`src/verilog/tes_map.svh`:
```
// register map, field positions, reset values and timing constants of the trigger controller
`ifndef TES_MAP_SVH
`define TES_MAP_SVH
`define TES_CLK_NS      40
`define TES_US_NS       1000
`define TES_US_CYC      ((`TES_US_NS + `TES_CLK_NS - 1) / `TES_CLK_NS)
`define TES_MAX_US      20'hF4240
`define TES_MIN_EXP_US  20'h00032
`define TES_DB_10US     20'h0000A
`define TES_DB_50US     20'h00032
`define TES_DB_100US    20'h00064
`define TES_DB_500US    20'h001F4
`define TES_DB_1MS      20'h003E8
`define TES_DB_5MS      20'h01388
`define TES_DB_10MS     20'h02710
`define TES_A_CTRL      8'h00
`define TES_A_INCFG     8'h04
`define TES_A_CMD       8'h08
`define TES_A_EXP       8'h0C
`define TES_A_DLY       8'h10
`define TES_A_RO        8'h14
`define TES_A_S0DLY     8'h18
`define TES_A_S0WID     8'h1C
`define TES_A_S1DLY     8'h20
`define TES_A_S1WID     8'h24
`define TES_A_STBCFG    8'h28
`define TES_A_STATUS    8'h2C
`define TES_CTRL_EN     0
`define TES_CTRL_SRC    2:1
`define TES_CTRL_PW     3
`define TES_IN1_RISE    0
`define TES_IN1_DB      3:1
`define TES_IN2_RISE    4
`define TES_IN2_DB      7:5
`define TES_PG_RISE     8
`define TES_CMD_SW      0
`define TES_SC_REF0     0
`define TES_SC_REF1     1
`define TES_SC_OUT1     2
`define TES_SC_OUT2     3
`define TES_EXP_RST     20'h003E8
`define TES_RO_RST      20'h003E8
`endif

```
`src/verilog/tes_pkg.sv`:
```
// types shared by the trigger, exposure and strobe controller
package tes_pkg;
    typedef enum logic [1:0] {TES_SRC_IN1, TES_SRC_IN2, TES_SRC_PGEN, TES_SRC_SW} tes_src_e;
    typedef enum {TES_EX_IDLE, TES_EX_DELAY, TES_EX_EXPOSE, TES_EX_HOLD} tes_exp_st_e;
    typedef enum {TES_SB_IDLE, TES_SB_WAIT, TES_SB_ON} tes_stb_st_e;
    typedef logic [19:0] tes_us_t;
    typedef logic [2:0]  tes_db_t;
endpackage

```
`src/verilog/tes_if.sv`:
```
// interfaces between the controller and its input conditioner and strobe generators
`timescale 1ns/1ps
interface tes_cond_if;
    import tes_pkg::*;
    logic    raw;
    logic    rise_sel;
    tes_db_t db_sel;
    logic    tick;
    logic    lvl;
    logic    act;
    logic    hit;
    modport cond (input raw, rise_sel, db_sel, tick, output lvl, act, hit);
    modport ctrl (output raw, rise_sel, db_sel, tick, input lvl, act, hit);
endinterface

interface tes_stb_if;
    import tes_pkg::*;
    logic    tick;
    logic    start;
    tes_us_t dly;
    tes_us_t wid;
    logic    pulse;
    modport gen  (input tick, start, dly, wid, output pulse);
    modport ctrl (output tick, start, dly, wid, input pulse);
endinterface

```
`src/verilog/tes_ctrl.sv`:
```
// trigger source, exposure sequencer, readout timer and strobe control with APB registers
// How it works
// - one trigger source is selected from input one, input two, the pulse generator or software.
// - with triggering disabled, exposures and readouts follow one another without a trigger.
// - a software command gives one single-cycle trigger and always uses the exposure register.
// - each trigger input fires on its chosen edge, rising or falling.
// - each external input has a de-bounce interval of off, 10, 50, 100, 500 us, 1, 5 or 10 ms.
// - exposure length comes from the pulse width or the exposure register, never both.
// - in trigger mode the block idles, exposes on a trigger, reads out, then idles again.
// - with pulse-width exposure a trigger during readout starts the next exposure at once, overlapping that readout.
// - with timer exposure the exposure starts after the programmed trigger delay.
// - the trigger delay spans zero to one second in one microsecond steps.
// - with timer exposure a trigger before exposure and readout both end is discarded.
// - two strobes each have a width and a delay from exposure start or readout start.
// - strobe width and delay reach one second in microsecond steps; each goes to either output.
// - pulse-width exposure lasts while the trigger stays at its active level.
// - pulse-width exposure lasts at least fifty microseconds.
`timescale 1ns/1ps
`include "tes_map.svh"
module tes_ctrl #(
    parameter int TICK_CYC = `TES_US_CYC
) (
    input  wire logic        sys_clk,
    input  wire logic        rst,
    input  wire logic        clk_en,
    input  wire logic        psel,
    input  wire logic        penable,
    input  wire logic        pwrite,
    input  wire logic [7:0]  paddr,
    input  wire logic [31:0] pwdata,
    output logic      [31:0] prdata,
    output logic             pready,
    output logic             pslverr,
    input  wire logic        external_input_one,
    input  wire logic        external_input_two,
    input  wire logic        pulse_gen_in,
    output logic             ext_out_one,
    output logic             ext_out_two,
    output logic             exposure_active,
    output logic             readout_active
);
    import tes_pkg::*;

    logic          trig_en_r;
    tes_src_e      src_r;
    logic          pw_sel_r;
    logic [8:0]    incfg_r;
    logic          sw_pulse_r;
    tes_us_t       exp_us_r;
    tes_us_t       dly_us_r;
    tes_us_t       ro_us_r;
    tes_us_t       sdly_r [2];
    tes_us_t       swid_r [2];
    logic [3:0]    stbcfg_r;
    logic [7:0]    drop_cnt_r;
    logic [31:0]   prdata_r;
    logic          pslverr_r;
    logic [15:0]   div_r;
    logic          tick;
    logic          pg_lvl_r;
    logic          pg_hit;
    logic          trig_hit;
    logic          trig_act;
    logic          pw_eff;
    logic          accept;
    tes_exp_st_e   st_r;
    tes_exp_st_e   st_nxt;
    tes_us_t       cnt_r;
    logic          ro_busy_r;
    tes_us_t       ro_cnt_r;
    logic          ro_start;
    logic          exp_start;
    logic          exp_act_r;
    logic          out1_r;
    logic          out2_r;
    logic          wr;
    logic          rd_setup;
    logic [1:0]    stb_pulse;

    tes_cond_if cin1 ();
    tes_cond_if cin2 ();

    function automatic tes_us_t clamp_us(input logic [31:0] d);
        if (d > {12'h000, `TES_MAX_US}) begin
            return `TES_MAX_US;
        end
        return d[19:0];
    endfunction

    // microsecond tick shared by every timer
    always_ff @(posedge sys_clk or posedge rst) begin
        if (rst) begin
            div_r <= 16'h0000;
        end else if (clk_en) begin
            if (tick) begin
                div_r <= 16'h0000;
            end else begin
                div_r <= div_r + 16'h0001;
            end
        end
    end
    assign tick = (div_r >= 16'(TICK_CYC - 1));

    // external trigger conditioning
    assign cin1.raw      = external_input_one;
    assign cin1.rise_sel = incfg_r[`TES_IN1_RISE];
    assign cin1.db_sel   = incfg_r[`TES_IN1_DB];
    assign cin1.tick     = tick;
    assign cin2.raw      = external_input_two;
    assign cin2.rise_sel = incfg_r[`TES_IN2_RISE];
    assign cin2.db_sel   = incfg_r[`TES_IN2_DB];
    assign cin2.tick     = tick;

    tes_trig_cond u_cond_one (
        .sys_clk (sys_clk),
        .rst     (rst),
        .clk_en  (clk_en),
        .io      (cin1)
    );

    tes_trig_cond u_cond_two (
        .sys_clk (sys_clk),
        .rst     (rst),
        .clk_en  (clk_en),
        .io      (cin2)
    );

    // pulse generator runs on this clock, so only an edge detector
    always_ff @(posedge sys_clk or posedge rst) begin
        if (rst) begin
            pg_lvl_r <= 1'b0;
        end else if (clk_en) begin
            pg_lvl_r <= pulse_gen_in;
        end
    end
    assign pg_hit = (pulse_gen_in != pg_lvl_r) && (pulse_gen_in == incfg_r[`TES_PG_RISE]);

    // trigger source select
    always_comb begin
        case (src_r)
            TES_SRC_IN1: begin
                trig_hit = cin1.hit;
                trig_act = cin1.act;
            end
            TES_SRC_IN2: begin
                trig_hit = cin2.hit;
                trig_act = cin2.act;
            end
            TES_SRC_PGEN: begin
                trig_hit = pg_hit;
                trig_act = (pulse_gen_in == incfg_r[`TES_PG_RISE]);
            end
            default: begin
                trig_hit = sw_pulse_r;
                trig_act = 1'b0;
            end
        endcase
    end

    // software source never uses pulse width; free-run always uses the timer
    assign pw_eff = trig_en_r && pw_sel_r && (src_r != TES_SRC_SW);

    always_comb begin
        if (!trig_en_r) begin
            accept = (st_r == TES_EX_IDLE);
        end else if (pw_eff) begin
            accept = trig_hit && (st_r == TES_EX_IDLE);
        end else begin
            accept = trig_hit && (st_r == TES_EX_IDLE) && !ro_busy_r;
        end
    end

    // exposure sequencer
    always_comb begin
        st_nxt = st_r;
        case (st_r)
            TES_EX_IDLE: begin
                if (accept) begin
                    if (pw_eff || !trig_en_r || dly_us_r == 20'h00000) begin
                        st_nxt = TES_EX_EXPOSE;
                    end else begin
                        st_nxt = TES_EX_DELAY;
                    end
                end
            end
            TES_EX_DELAY: begin
                if (cnt_r >= dly_us_r) begin
                    st_nxt = TES_EX_EXPOSE;
                end
            end
            TES_EX_EXPOSE: begin
                if (pw_eff ? (!trig_act && cnt_r >= `TES_MIN_EXP_US)
                           : (cnt_r >= exp_us_r)) begin
                    st_nxt = ro_busy_r ? TES_EX_HOLD : TES_EX_IDLE;
                end
            end
            TES_EX_HOLD: begin
                if (!ro_busy_r) begin
                    st_nxt = TES_EX_IDLE;
                end
            end
            default: st_nxt = TES_EX_IDLE;
        endcase
    end

    assign exp_start = (st_nxt == TES_EX_EXPOSE) && (st_r != TES_EX_EXPOSE);
    assign ro_start  = ((st_r == TES_EX_EXPOSE) || (st_r == TES_EX_HOLD))
                     && (st_nxt == TES_EX_IDLE);

    always_ff @(posedge sys_clk or posedge rst) begin
        if (rst) begin
            st_r      <= TES_EX_IDLE;
            cnt_r     <= 20'h00000;
            exp_act_r <= 1'b0;
        end else if (clk_en) begin
            st_r      <= st_nxt;
            exp_act_r <= (st_nxt == TES_EX_EXPOSE);
            if (st_nxt != st_r) begin
                cnt_r <= 20'h00000;
            end else if (tick && cnt_r != `TES_MAX_US) begin
                cnt_r <= cnt_r + 20'h00001;
            end
        end
    end

    // readout timer; a new exposure may run beside it
    always_ff @(posedge sys_clk or posedge rst) begin
        if (rst) begin
            ro_busy_r <= 1'b0;
            ro_cnt_r  <= 20'h00000;
        end else if (clk_en) begin
            if (ro_start) begin
                ro_busy_r <= 1'b1;
                ro_cnt_r  <= 20'h00000;
            end else if (ro_busy_r) begin
                if (ro_cnt_r >= ro_us_r) begin
                    ro_busy_r <= 1'b0;
                end else if (tick) begin
                    ro_cnt_r <= ro_cnt_r + 20'h00001;
                end
            end
        end
    end

    // triggers thrown away by the sequencer are counted
    always_ff @(posedge sys_clk or posedge rst) begin
        if (rst) begin
            drop_cnt_r <= 8'h00;
        end else if (clk_en) begin
            if (trig_en_r && trig_hit && !accept && drop_cnt_r != 8'hFF) begin
                drop_cnt_r <= drop_cnt_r + 8'h01;
            end
        end
    end

    // strobes
    for (genvar g = 0; g < 2; g++) begin : g_stb
        tes_stb_if sif ();
        assign sif.tick  = tick;
        assign sif.start = stbcfg_r[g] ? ro_start : exp_start;
        assign sif.dly   = sdly_r[g];
        assign sif.wid   = swid_r[g];
        assign stb_pulse[g] = sif.pulse;
        tes_strobe u_stb (
            .sys_clk (sys_clk),
            .rst     (rst),
            .clk_en  (clk_en),
            .io      (sif)
        );
    end

    always_ff @(posedge sys_clk or posedge rst) begin
        if (rst) begin
            out1_r <= 1'b0;
            out2_r <= 1'b0;
        end else if (clk_en) begin
            out1_r <= stb_pulse[stbcfg_r[`TES_SC_OUT1]];
            out2_r <= stb_pulse[stbcfg_r[`TES_SC_OUT2]];
        end
    end

    // APB register access
    assign wr       = psel && penable && pwrite;
    assign rd_setup = psel && !penable;

    always_ff @(posedge sys_clk or posedge rst) begin
        if (rst) begin
            trig_en_r  <= 1'b0;
            src_r      <= TES_SRC_IN1;
            pw_sel_r   <= 1'b0;
            incfg_r    <= 9'h000;
            exp_us_r   <= `TES_EXP_RST;
            dly_us_r   <= 20'h00000;
            ro_us_r    <= `TES_RO_RST;
            sdly_r[0]  <= 20'h00000;
            sdly_r[1]  <= 20'h00000;
            swid_r[0]  <= 20'h00000;
            swid_r[1]  <= 20'h00000;
            stbcfg_r   <= 4'h0;
            sw_pulse_r <= 1'b0;
        end else if (clk_en) begin
            sw_pulse_r <= 1'b0;
            if (wr) begin
                case (paddr)
                    `TES_A_CTRL: begin
                        trig_en_r <= pwdata[`TES_CTRL_EN];
                        src_r     <= tes_src_e'(pwdata[`TES_CTRL_SRC]);
                        pw_sel_r  <= pwdata[`TES_CTRL_PW];
                    end
                    `TES_A_INCFG:  incfg_r    <= pwdata[8:0];
                    `TES_A_CMD:    sw_pulse_r <= pwdata[`TES_CMD_SW];
                    `TES_A_EXP:    exp_us_r   <= clamp_us(pwdata);
                    `TES_A_DLY:    dly_us_r   <= clamp_us(pwdata);
                    `TES_A_RO:     ro_us_r    <= clamp_us(pwdata);
                    `TES_A_S0DLY:  sdly_r[0]  <= clamp_us(pwdata);
                    `TES_A_S0WID:  swid_r[0]  <= clamp_us(pwdata);
                    `TES_A_S1DLY:  sdly_r[1]  <= clamp_us(pwdata);
                    `TES_A_S1WID:  swid_r[1]  <= clamp_us(pwdata);
                    `TES_A_STBCFG: stbcfg_r   <= pwdata[3:0];
                    default:       sw_pulse_r <= 1'b0;
                endcase
            end
        end
    end

    // read data and error are prepared in the setup cycle
    always_ff @(posedge sys_clk or posedge rst) begin
        if (rst) begin
            prdata_r  <= 32'h00000000;
            pslverr_r <= 1'b0;
        end else if (clk_en) begin
            if (rd_setup) begin
                pslverr_r <= 1'b0;
                prdata_r  <= 32'h00000000;
                case (paddr)
                    `TES_A_CTRL:   prdata_r <= {28'h0000000, pw_sel_r, src_r, trig_en_r};
                    `TES_A_INCFG:  prdata_r <= {23'h000000, incfg_r};
                    `TES_A_CMD:    prdata_r <= 32'h00000000;
                    `TES_A_EXP:    prdata_r <= {12'h000, exp_us_r};
                    `TES_A_DLY:    prdata_r <= {12'h000, dly_us_r};
                    `TES_A_RO:     prdata_r <= {12'h000, ro_us_r};
                    `TES_A_S0DLY:  prdata_r <= {12'h000, sdly_r[0]};
                    `TES_A_S0WID:  prdata_r <= {12'h000, swid_r[0]};
                    `TES_A_S1DLY:  prdata_r <= {12'h000, sdly_r[1]};
                    `TES_A_S1WID:  prdata_r <= {12'h000, swid_r[1]};
                    `TES_A_STBCFG: prdata_r <= {28'h0000000, stbcfg_r};
                    `TES_A_STATUS: prdata_r <= {16'h0000, drop_cnt_r, 2'h0, stb_pulse,
                                                cin2.lvl, cin1.lvl, ro_busy_r, exp_act_r};
                    default:       pslverr_r <= 1'b1;
                endcase
            end
        end
    end

    assign prdata          = prdata_r;
    assign pslverr         = pslverr_r;
    assign pready          = 1'b1;
    assign exposure_active = exp_act_r;
    assign readout_active  = ro_busy_r;
    assign ext_out_one     = out1_r;
    assign ext_out_two     = out2_r;
endmodule

```
`src/verilog/tes_strobe.sv`:
```
// one strobe pulse generator with microsecond delay and width
`timescale 1ns/1ps
module tes_strobe (
    input wire logic sys_clk,
    input wire logic rst,
    input wire logic clk_en,
    tes_stb_if.gen   io
);
    import tes_pkg::*;
    tes_stb_st_e st_r;
    tes_us_t     cnt_r;

    // a new reference event restarts the strobe
    always_ff @(posedge sys_clk or posedge rst) begin
        if (rst) begin
            st_r  <= TES_SB_IDLE;
            cnt_r <= 20'h00000;
        end else if (clk_en) begin
            if (io.start) begin
                cnt_r <= 20'h00000;
                if (io.wid == 20'h00000) begin
                    st_r <= TES_SB_IDLE;
                end else if (io.dly == 20'h00000) begin
                    st_r <= TES_SB_ON;
                end else begin
                    st_r <= TES_SB_WAIT;
                end
            end else begin
                case (st_r)
                    TES_SB_WAIT: begin
                        if (cnt_r >= io.dly) begin
                            st_r  <= TES_SB_ON;
                            cnt_r <= 20'h00000;
                        end else if (io.tick) begin
                            cnt_r <= cnt_r + 20'h00001;
                        end
                    end
                    TES_SB_ON: begin
                        if (cnt_r >= io.wid) begin
                            st_r  <= TES_SB_IDLE;
                            cnt_r <= 20'h00000;
                        end else if (io.tick) begin
                            cnt_r <= cnt_r + 20'h00001;
                        end
                    end
                    default: st_r <= TES_SB_IDLE;
                endcase
            end
        end
    end

    assign io.pulse = (st_r == TES_SB_ON);
endmodule

```
`src/verilog/tes_trig_cond.sv`:
```
// synchroniser, de-bounce filter and edge detector for one external trigger line
`timescale 1ns/1ps
module tes_trig_cond (
    input wire logic sys_clk,
    input wire logic rst,
    input wire logic clk_en,
    tes_cond_if.cond io
);
    import tes_pkg::*;
    logic    sync_a_r;
    logic    sync_b_r;
    logic    lvl_r;
    logic    hit_r;
    tes_us_t cnt_r;
    tes_us_t lim;

    always_comb begin
        case (io.db_sel)
            3'h1:    lim = `TES_DB_10US;
            3'h2:    lim = `TES_DB_50US;
            3'h3:    lim = `TES_DB_100US;
            3'h4:    lim = `TES_DB_500US;
            3'h5:    lim = `TES_DB_1MS;
            3'h6:    lim = `TES_DB_5MS;
            3'h7:    lim = `TES_DB_10MS;
            default: lim = 20'h00000;
        endcase
    end

    always_ff @(posedge sys_clk or posedge rst) begin
        if (rst) begin
            sync_a_r <= 1'b0;
            sync_b_r <= 1'b0;
        end else if (clk_en) begin
            sync_a_r <= io.raw;
            sync_b_r <= sync_a_r;
        end
    end

    // new level taken only after it held for the whole interval; off passes at once
    always_ff @(posedge sys_clk or posedge rst) begin
        if (rst) begin
            lvl_r <= 1'b0;
            cnt_r <= 20'h00000;
            hit_r <= 1'b0;
        end else if (clk_en) begin
            hit_r <= 1'b0;
            if (sync_b_r == lvl_r) begin
                cnt_r <= 20'h00000;
            end else if (lim == 20'h00000 || cnt_r >= lim) begin
                lvl_r <= sync_b_r;
                cnt_r <= 20'h00000;
                hit_r <= (sync_b_r == io.rise_sel);
            end else if (io.tick) begin
                cnt_r <= cnt_r + 20'h00001;
            end
        end
    end

    assign io.lvl = lvl_r;
    assign io.act = (lvl_r == io.rise_sel);
    assign io.hit = hit_r;
endmodule
```
`config.mk`:
```
export PLATFORM = sky130hd
export DESIGN_NAME = tes_ctrl
export DESIGN_NICKNAME = d
export VERILOG_FILES = /design/src/verilog/tes_pkg.sv /design/src/verilog/tes_if.sv /design/src/verilog/tes_ctrl.sv /design/src/verilog/tes_strobe.sv /design/src/verilog/tes_trig_cond.sv
export VERILOG_INCLUDE_DIRS = /design/src /design/src/verilog
export SDC_FILE = /design/constraint.sdc
export NUM_CORES = 1
export LEC_CHECK = 0
export ABC_AREA = 0
export ABC_CLOCK_PERIOD_IN_PS = 9190
export BUFFER_PORTS_ARGS = -buffer_cell sky130_fd_sc_hd__buf_2
export CAP_MARGIN = 10
export CORE_MARGIN = 8
export CORE_UTILIZATION = 39
export CTS_BUF_LIST = sky130_fd_sc_hd__clkbuf_4 sky130_fd_sc_hd__clkbuf_8 sky130_fd_sc_hd__clkbuf_16
export DETAILED_ROUTE_END_ITERATION = 8
export GPL_TIMING_DRIVEN = 0
export HOLD_SLACK_MARGIN = 0.06
export SKIP_LAST_GASP = 1
export SLEW_MARGIN = 20
export SYNTH_ARGS = -nofsm -noshare
export SYNTH_HDL_FRONTEND = slang
export SYNTH_HIERARCHICAL = 1
export SYNTH_SLANG_ARGS = --single-unit
```
`constraint.sdc`:
```
create_clock -name sys_clk -period 9.19 [get_ports sys_clk]
set_clock_uncertainty 0.1 [all_clocks]
set_input_delay 0 -clock sys_clk [delete_from_list [all_inputs] [get_ports sys_clk]]
set_output_delay 0 -clock sys_clk [all_outputs]
set_load 0.02 [all_outputs]
```
**Yosys cells after proc, flatten, opt, wreduce, memory -nomap -nowiden**

Cells that the tools add are included.

- Logic and storage cells: 283
- Output and inout bits: 38
- Bits in registers: 444
- Input port bits: 49

- Bitwise gates (word level): 2
- Add/sub/neg operators: 8
- Reduce and logical (&&, ||, !) cells: 67
- Equality and inequality tests: 57
- Mux-type cells: 96
- Order comparisons: 14

Operator list:

| cell | number |
|---|---|
| 20-bit 2-to-1 mux | 28 |
| 32-bit 2-to-1 mux | 12 |
| 20-bit case mux with 11 select lines | 1 |
| 14-bit case mux with 7 select lines | 2 |
| 32-bit by 3-bit == test with 1-bit output (second input constant) | 5 |
| 20-bit >= comparator | 7 |
| 20-bit zero test | 7 |
| 32-bit by 2-bit == test with 1-bit output (second input constant) | 4 |
| 32-bit case mux with 2 select lines | 2 |
| 32-bit case mux with 4 select lines | 1 |
| 20-bit by 1-bit adder with 20-bit output (second input constant) | 6 |
| 32-bit by 1-bit == test with 1-bit output (second input constant) | 3 |
| 32-bit zero test | 3 |
| 20-bit case mux with 2 select lines | 2 |
| 3-bit AND reduction | 14 |
| 1-bit 2-to-1 mux | 41 |
| 20-bit by 14-bit >= comparator with 1-bit output | 2 |
| 8-bit by 5-bit == test with 1-bit output (second input constant) | 4 |
| 8-bit by 6-bit == test with 1-bit output (second input constant) | 4 |
| 32-bit by 20-bit greater-than comparator with 1-bit output (second input constant) | 1 |
| 32-bit by 3-bit inequality test with 1-bit output (second input constant) | 1 |
| 32-bit inequality test | 1 |
| 3-bit == test (second input constant) | 8 |
| 20-bit by 6-bit >= comparator with 1-bit output (second input constant) | 1 |
| 30 further kinds | 84 |

**Depth between registers and ports, before layout**

- Word-level depth: 14
- Mapped depth: 16
- Gate-level depth less buffers: 14

**Cells and area by module**

The synthesis kept the hierarchy.

By module, submodules not included:

| module | seq. area each (um^2) | cells each | instances | area an instance (um^2) |
|---|---|---|---|---|
| tes_ctrl | 7021.7 | 1443 | 1 | 13910.8 |
| tes_strobe | 550.5 | 323 | 2 | 2506.2 |
| tes_trig_cond (u_cond_two) | 600.6 | 193 | 1 | 1804.2 |
| tes_trig_cond (u_cond_one) | 600.6 | 190 | 1 | 1736.7 |

**Worst setup path after synthesis**

Ideal clock, no wire load.

- Path type: register to register
- Start: register exp_us_r[9]
- End: register g_stb[0].u_stb.cnt_r[0]
- Buffers on the path: 2
- Library setup time: 0.122 ns
- Arrival: 3.506 ns
- Period minus slack after synthesis: 3.728 ns
- Slack: 5.462 ns
- Stages on the path, launching flop included: 17
- Data required time: 8.968 ns
- Path through: dfstp_2 -> inv_1 -> ha_1 -> a21o_1 -> a221o_1 -> a2111oi_0 -> o21ai_0 -> o21ai_0 -> a21oi_1 -> a32o_1 -> o21ai_0 -> nor3_1 -> and4_1 -> clkbuf_1 -> buf_6 -> o22ai_2 -> nand2_1

- Longest elaborated chain between the ends: 9
- Elaborated cells on any way between the ends: 12
- Classes of those cells: 1 x order compare; 1 x eq/ne; 5 x mux; 5 x reduce/logical

RTL lines:

| item | RTL line | text |
|---|---|---|
| start, declared | tes_ctrl.sv:49 | `tes_us_t exp_us_r;` |
| start signal, assigned | tes_ctrl.sv:292 | `` exp_us_r <= `TES_EXP_RST; `` |
| start signal, assigned | tes_ctrl.sv:312 | `` `TES_A_EXP: exp_us_r <= clamp_us(pwdata); `` |
| 20-bit >= comparator * | tes_ctrl.sv:193 | `: (cnt_r >= exp_us_r)) begin` |
| 1-bit 2-to-1 mux * | tes_ctrl.sv:192 | `` if (pw_eff ? (!trig_act && cnt_r >= `TES_MIN_EXP_US) `` |
| 32-bit 2-to-1 mux * | tes_ctrl.sv:192 |  |
| 32-bit case mux with 4 select lines * | tes_ctrl.sv:176 | `case (st_r)` |
| 32-bit by 3-bit == test with 1-bit output or 32-bit zero test (tied branches) | tes_ctrl.sv:206, tes_ctrl.sv:208 |  |
| 1-bit logical AND (on tied branches) | tes_ctrl.sv:206, tes_ctrl.sv:208 |  |
| 1-bit 2-to-1 mux * | tes_ctrl.sv:260 | `assign sif.start = stbcfg_r[g] ? ro_start : exp_start;` |
| net g_stb[0].sif.start | tes_if.sv:19 | `logic start;` |
| 3-bit nonzero test (no source line) | - |  |
| 2-bit AND reduction (no source line) | - |  |
| end signal, assigned | tes_strobe.sv:35 | `cnt_r <= cnt_r + 20'h00001;` |
| end signal, assigned | tes_strobe.sv:43 | `cnt_r <= cnt_r + 20'h00001;` |
| end, declared | tes_strobe.sv:11 | `tes_us_t cnt_r;` |

The timed path passes the listed nets; every way through them passes the cells marked *.
A chain may end at the register's enable or synchronous reset.

**Worst setup path after layout**

- Start: register exp_us_r[9]
- End: register g_stb[0].u_stb.cnt_r[8]

Same word-level chain as after synthesis.

==> metrics.txt <==
# TYPE chip_impl_metric gauge
chip_impl_metric{name="drtAntennaViolNets",unit=""} 0
chip_impl_metric{name="routed_wire_length_per_instance",unit="microns"} 21.4
chip_impl_metric{name="grt_max_degree",unit=""} 105
chip_impl_metric{name="met2RoutedLength",unit="microns"} 32300
chip_impl_metric{name="synth.ff_latch_count",unit=""} 372
chip_impl_info{name="worstHoldPathType",value="input port to async pin"} 1
chip_impl_metric{name="final_max_slew_viol_count",unit=""} 0
chip_impl_metric{name="total_drc_errors_in_the_routed_layout",unit=""} 7
chip_impl_metric{name="wirelength",unit="microns"} 73700
chip_impl_metric{name="hold_buf_cts",unit=""} 36
chip_impl_metric{name="wl_met3",unit="microns"} 6660
chip_impl_metric{name="port_buffers",unit=""} 73
chip_impl_metric{name="floorplan.die_area",unit="sq um"} 65500
chip_impl_info{name="rsz0062_at_grt",value="false"} 1
chip_impl_metric{name="hpwlAfterDp",unit="microns"} 55300
chip_impl_metric{name="post_synth_inst_count",unit=""} 2472
chip_impl_metric{name="cp_data_required_time",unit="ns"} 9.60
chip_impl_metric{name="length_of_the_first_detailed_routing_pass_in_iterations",unit=""} 9
chip_impl_metric{name="final_cycle_utilization_of_the_critical_path",unit="%"} 52.5
chip_impl_info{name="failed_checks",value="design-rule violations"} 1
chip_impl_metric{name="cts-root-to-sink-buffers",unit=""} 3
chip_impl_metric{name="post_layout_nonfiller_instances",unit=""} 3445
chip_impl_metric{name="top_level_ports",unit=""} 87
chip_impl_metric{name="clk_pin_slew_worst_paths",unit="ns"} 0.06
chip_impl_metric{name="die_width",unit="microns"} 256
chip_impl_metric{name="ir_worst_vdd",unit="uV"} 131
chip_impl_metric{name="number_of_unique_standard_cell_types_used_by_synthesis",unit=""} 101
chip_impl_info{name="synth_top_flop_cell",value="sky130_fd_sc_hd__dfrtp_1"} 1
chip_impl_metric{name="coreArea",unit="sq um"} 57400
chip_impl_info{name="worstPathCellList",value="inv_1 -> ha_1 -> a21o_1 -> a221o_1 -> a2111oi_0 -> o21ai_0 -> o2111ai_1 -> nor2b_1 -> a32o_1 -> o21ai_0 -> nor3_1 -> and4_1 -> clkbuf_1 -> buf_6 -> o22ai_2 -> nand2_1"} 1
chip_impl_metric{name="synth-async-reset-ratio",unit="%"} 100
chip_impl_metric{name="clock_tree.htree_level_count",unit=""} 2
chip_impl_metric{name="fillerInstances",unit=""} 5573
chip_impl_metric{name="first_pass_grt_wire_length",unit="microns"} 115000
chip_impl_info{name="setup.worst_path.start_class",value="flip-flop"} 1
chip_impl_metric{name="cp_num_buf_inv",unit=""} 3
chip_impl_metric{name="timing_worst_slew_pin_value",unit="ns"} 1.08
chip_impl_metric{name="p_per_area",unit="nW/um^2"} 158
chip_impl_metric{name="first_global_vias",unit=""} 19800
chip_impl_metric{name="wirelength_met1",unit="microns"} 32700
chip_impl_info{name="criticalPathCategory",value="flip-flop to flip-flop"} 1
chip_impl_metric{name="synth_area_per_cell",unit="sq um"} 9.09
chip_impl_metric{name="path_max_fanout",unit=""} 10
chip_impl_metric{name="congestion_overflow_gr",unit=""} 0
chip_impl_info{name="routed.top_layer",value="met4"} 1
chip_impl_metric{name="synth-warning-count",unit=""} 6
chip_impl_metric{name="final_count_of_negative_setup_slack_endpoints",unit=""} 0
chip_impl_metric{name="report.final.hold_viol_count",unit=""} 0
chip_impl_metric{name="synth-edff-count",unit=""} 0
chip_impl_metric{name="timing.max_slew.rel_slack",unit="%"} 27.8
chip_impl_metric{name="finalCoreUtilization",unit="%"} 45.0
chip_impl_metric{name="clock_sink_count",unit=""} 372
chip_impl_metric{name="seq_area_frac_synth",unit="%"} 41.5
chip_impl_metric{name="period_minus_slack",unit="ns"} 4.83
chip_impl_info{name="cpMaxStageDelayCell",value="sky130_fd_sc_hd__dfstp_2"} 1
chip_impl_metric{name="mappedNetlistArea",unit="sq um"} 22500
chip_impl_metric{name="die_height",unit="microns"} 256
chip_impl_metric{name="initial_utilization",unit="%"} 39.2
chip_impl_metric{name="std_cell_rows",unit=""} 88
chip_impl_metric{name="max-cap-violations",unit=""} 0
chip_impl_metric{name="first_iter_violations",unit=""} 2155
chip_impl_metric{name="global_route.usage.total",unit="%"} 21.8
chip_impl_info{name="outcome",value="finished, violations left"} 1
chip_impl_metric{name="numCtsBuffers",unit=""} 45
chip_impl_metric{name="via_count",unit=""} 20100
chip_impl_info{name="critPathCaptureType",value="flip-flop"} 1
chip_impl_metric{name="flow.area_growth_from_synthesis",unit="%"} 14.9
chip_impl_metric{name="cells_resized_by_post_cts_repair",unit=""} 0
chip_impl_info{name="crit_path_frequent_cell",value="sky130_fd_sc_hd__o21ai_0"} 1
chip_impl_metric{name="antenna_found_initial",unit=""} 0
chip_impl_metric{name="arrival",unit="ns"} 5.24
chip_impl_metric{name="cellLeakagePower",unit="nW"} 11.6
chip_impl_metric{name="finalWeightedCongestion",unit=""} 0.969
chip_impl_metric{name="setup-tns-final",unit="ns"} 0
chip_impl_metric{name="vias_per_cell",unit=""} 5.83
chip_impl_info{name="critPathTopFamily",value="compound AO/OA/AOI/OAI gates"} 1
chip_impl_metric{name="dp_cells",unit=""} 3325
chip_impl_info{name="root_buffer",value="sky130_fd_sc_hd__clkbuf_16"} 1
chip_impl_info{name="cts_tree",value="built"} 1
chip_impl_metric{name="share_of_layout_cells_above_drive_strength_1",unit="%"} 10.9
chip_impl_metric{name="worst_path_largest_cell_delay",unit="ns"} 0.56
chip_impl_metric{name="clock_insertion_delay_worst_skew",unit="ns"} 0.58
chip_impl_metric{name="clock.fmax",unit="MHz"} 207
chip_impl_metric{name="postCtsSetupRepairBufs",unit=""} 0
chip_impl_metric{name="num-nets-final",unit=""} 2878
## logic make-up after synthesis
kind of cell               count (synthesis)  synth area share [%]
DFF                                      372                  41.5
adders and majority gates                185                  10.3
muxes                                     37                  1.80
and+or+nand+nor                          912                  20.2
AOI/OAI and AO/OA                        609                  18.5
buffers and inverters                    299                  5.50
other                                      2                0.0334
xor gates and xnor gates                  56                  2.18
## tightest hold or removal path, stage by stage
cell and delay [ns]:
sky130_fd_sc_hd__dlygate4sd3_1 0.53, sky130_fd_sc_hd__buf_2 0.20, sky130_fd_sc_hd__inv_8 0.44
## cells in the mapped netlist (15+ instances only)
library cell / count / share of area, %
sky130_fd_sc_hd__and4_1: 16 / 0.62
sky130_fd_sc_hd__xor2_1: 17 / 0.66
sky130_fd_sc_hd__o22ai_2: 20 / 1.1
sky130_fd_sc_hd__nor2b_1: 65 / 1.8
sky130_fd_sc_hd__clkbuf_1: 72 / 1.2
sky130_fd_sc_hd__nor2_1: 167 / 2.8
sky130_fd_sc_hd__o2bb2ai_1: 15 / 0.58
sky130_fd_sc_hd__nand2_1: 324 / 5.4
sky130_fd_sc_hd__dfrtp_1: 360 / 40
sky130_fd_sc_hd__a21o_1: 23 / 0.77
sky130_fd_sc_hd__and3_1: 17 / 0.47
sky130_fd_sc_hd__o211ai_1: 17 / 0.57
sky130_fd_sc_hd__and2_1: 15 / 0.42
sky130_fd_sc_hd__nor4_1: 56 / 1.6
sky130_fd_sc_hd__a22o_1: 23 / 0.90
sky130_fd_sc_hd__nand4_1: 47 / 1.3
sky130_fd_sc_hd__nand3_1: 84 / 1.9
sky130_fd_sc_hd__a21oi_1: 77 / 1.7
sky130_fd_sc_hd__ha_1: 185 / 10
sky130_fd_sc_hd__o21ai_0: 207 / 4.6
sky130_fd_sc_hd__inv_1: 194 / 3.2
sky130_fd_sc_hd__xnor2_1: 39 / 1.5
sky130_fd_sc_hd__a221oi_1: 26 / 1.0
sky130_fd_sc_hd__o31ai_1: 18 / 0.60
sky130_fd_sc_hd__a22oi_1: 36 / 1.2
sky130_fd_sc_hd__nor3_1: 39 / 0.87
sky130_fd_sc_hd__mux2_2: 26 / 1.3
sky130_fd_sc_hd__a31oi_1: 29 / 0.81
## per-layer routing
| metal | vias up | global-route usage [%] |
|---|---|---|
| met1 | 9864 | 29.8 |
| met4 | 0 | 6.26 |
| met5 | - | 0 |
| li1 | 9241 | - |
| met3 | 150 | 6.14 |
| met2 | 824 | 33.3 |
## sequential cells by signal, summed over array words and instances, names as in the netlist, 32 cells and up
signal and flops:
g_stb.sif.dly 40, st_r 32, g_stb.u_stb/cnt_r 40, g_stb.sif.wid 40
## layout by cell type (no fill, tap or decap), types with 26 or more instances in the layout
| master | count |
|---|---|
| sky130_fd_sc_hd__mux2_2 | 26 |
| sky130_fd_sc_hd__o21ai_0 | 207 |
| sky130_fd_sc_hd__nand3_1 | 84 |
| sky130_fd_sc_hd__dfrtp_1 | 360 |
| sky130_fd_sc_hd__xnor2_1 | 39 |
| sky130_fd_sc_hd__nand2_1 | 324 |
| sky130_fd_sc_hd__inv_1 | 193 |
| sky130_fd_sc_hd__dlygate4sd3_1 | 36 |
| sky130_fd_sc_hd__nor3_1 | 39 |
| sky130_fd_sc_hd__a22oi_1 | 36 |
| sky130_fd_sc_hd__nand4_1 | 47 |
| sky130_fd_sc_hd__buf_2 | 78 |
| sky130_fd_sc_hd__a21oi_1 | 77 |
| sky130_fd_sc_hd__nor2b_1 | 65 |
| sky130_fd_sc_hd__clkbuf_16 | 46 |
| sky130_fd_sc_hd__a221oi_1 | 26 |
| sky130_fd_sc_hd__a31oi_1 | 29 |
| sky130_fd_sc_hd__nor2_1 | 167 |
| sky130_fd_sc_hd__ha_1 | 185 |
| sky130_fd_sc_hd__clkbuf_1 | 72 |
| sky130_fd_sc_hd__nor4_1 | 55 |
## power breakdown
group,internal [mW],leakage [nW],switching (mW)
Combinational,0.161,5.82,0.361
Clock,1.07,0.747,0.748
Sequential,1.68,5.08,0.0545
## area by class of cell
type / count / area [sq um] / area share [%]
Clock buffer: 63 / 1330 / 5.15
Antenna cell: 2 / 5.00 / 0.0194
Clock inverter: 18 / 186 / 0.722
Inverter: 195 / 739 / 2.86
Sequential cell: 372 / 9320 / 36.1
Tap cell: 765 / 957 / 3.71
Multi-Input combinational cell: 1812 / 12000 / 46.3
Timing Repair Buffer: 114 / 811 / 3.14
Buffer: 104 / 504 / 1.95
## per-stage QoR
stage,setup WS (ns),total power [mW],area (sq um),hold WS [ns]
2_1_floorplan,1.39,2.08,22500,-0.111
3_3_place_gp,-1.62,2.24,23800,0.142
3_5_place_dp,4.50,2.27,23900,0.146
4_1_cts,4.44,4.11,25800,0.0767
5_1_grt,4.16,4.23,25800,0.112
6_report,4.36,4.08,25800,0.0349
## path summary, 6_finish.rpt
kind	endpoint	slack [ns]	startpoint	cells past startpoint
max	g_stb[0].u_stb/cnt_r[8]	4.36	exp_us_r[9]	16
max reg2reg	g_stb[0].u_stb/cnt_r[8]	4.36	exp_us_r[9]	16
max in group asynchronous	ro_cnt_r[12]	7.99	rst	4
min	src_r[0]	0.03	rst	3
min in group sys_clk	u_cond_one/sync_a_r	0.11	external_input_one	3
min reg2reg	prdata[8]	0.39	prdata[8]	2
Power figures use the tool's default switching activity.
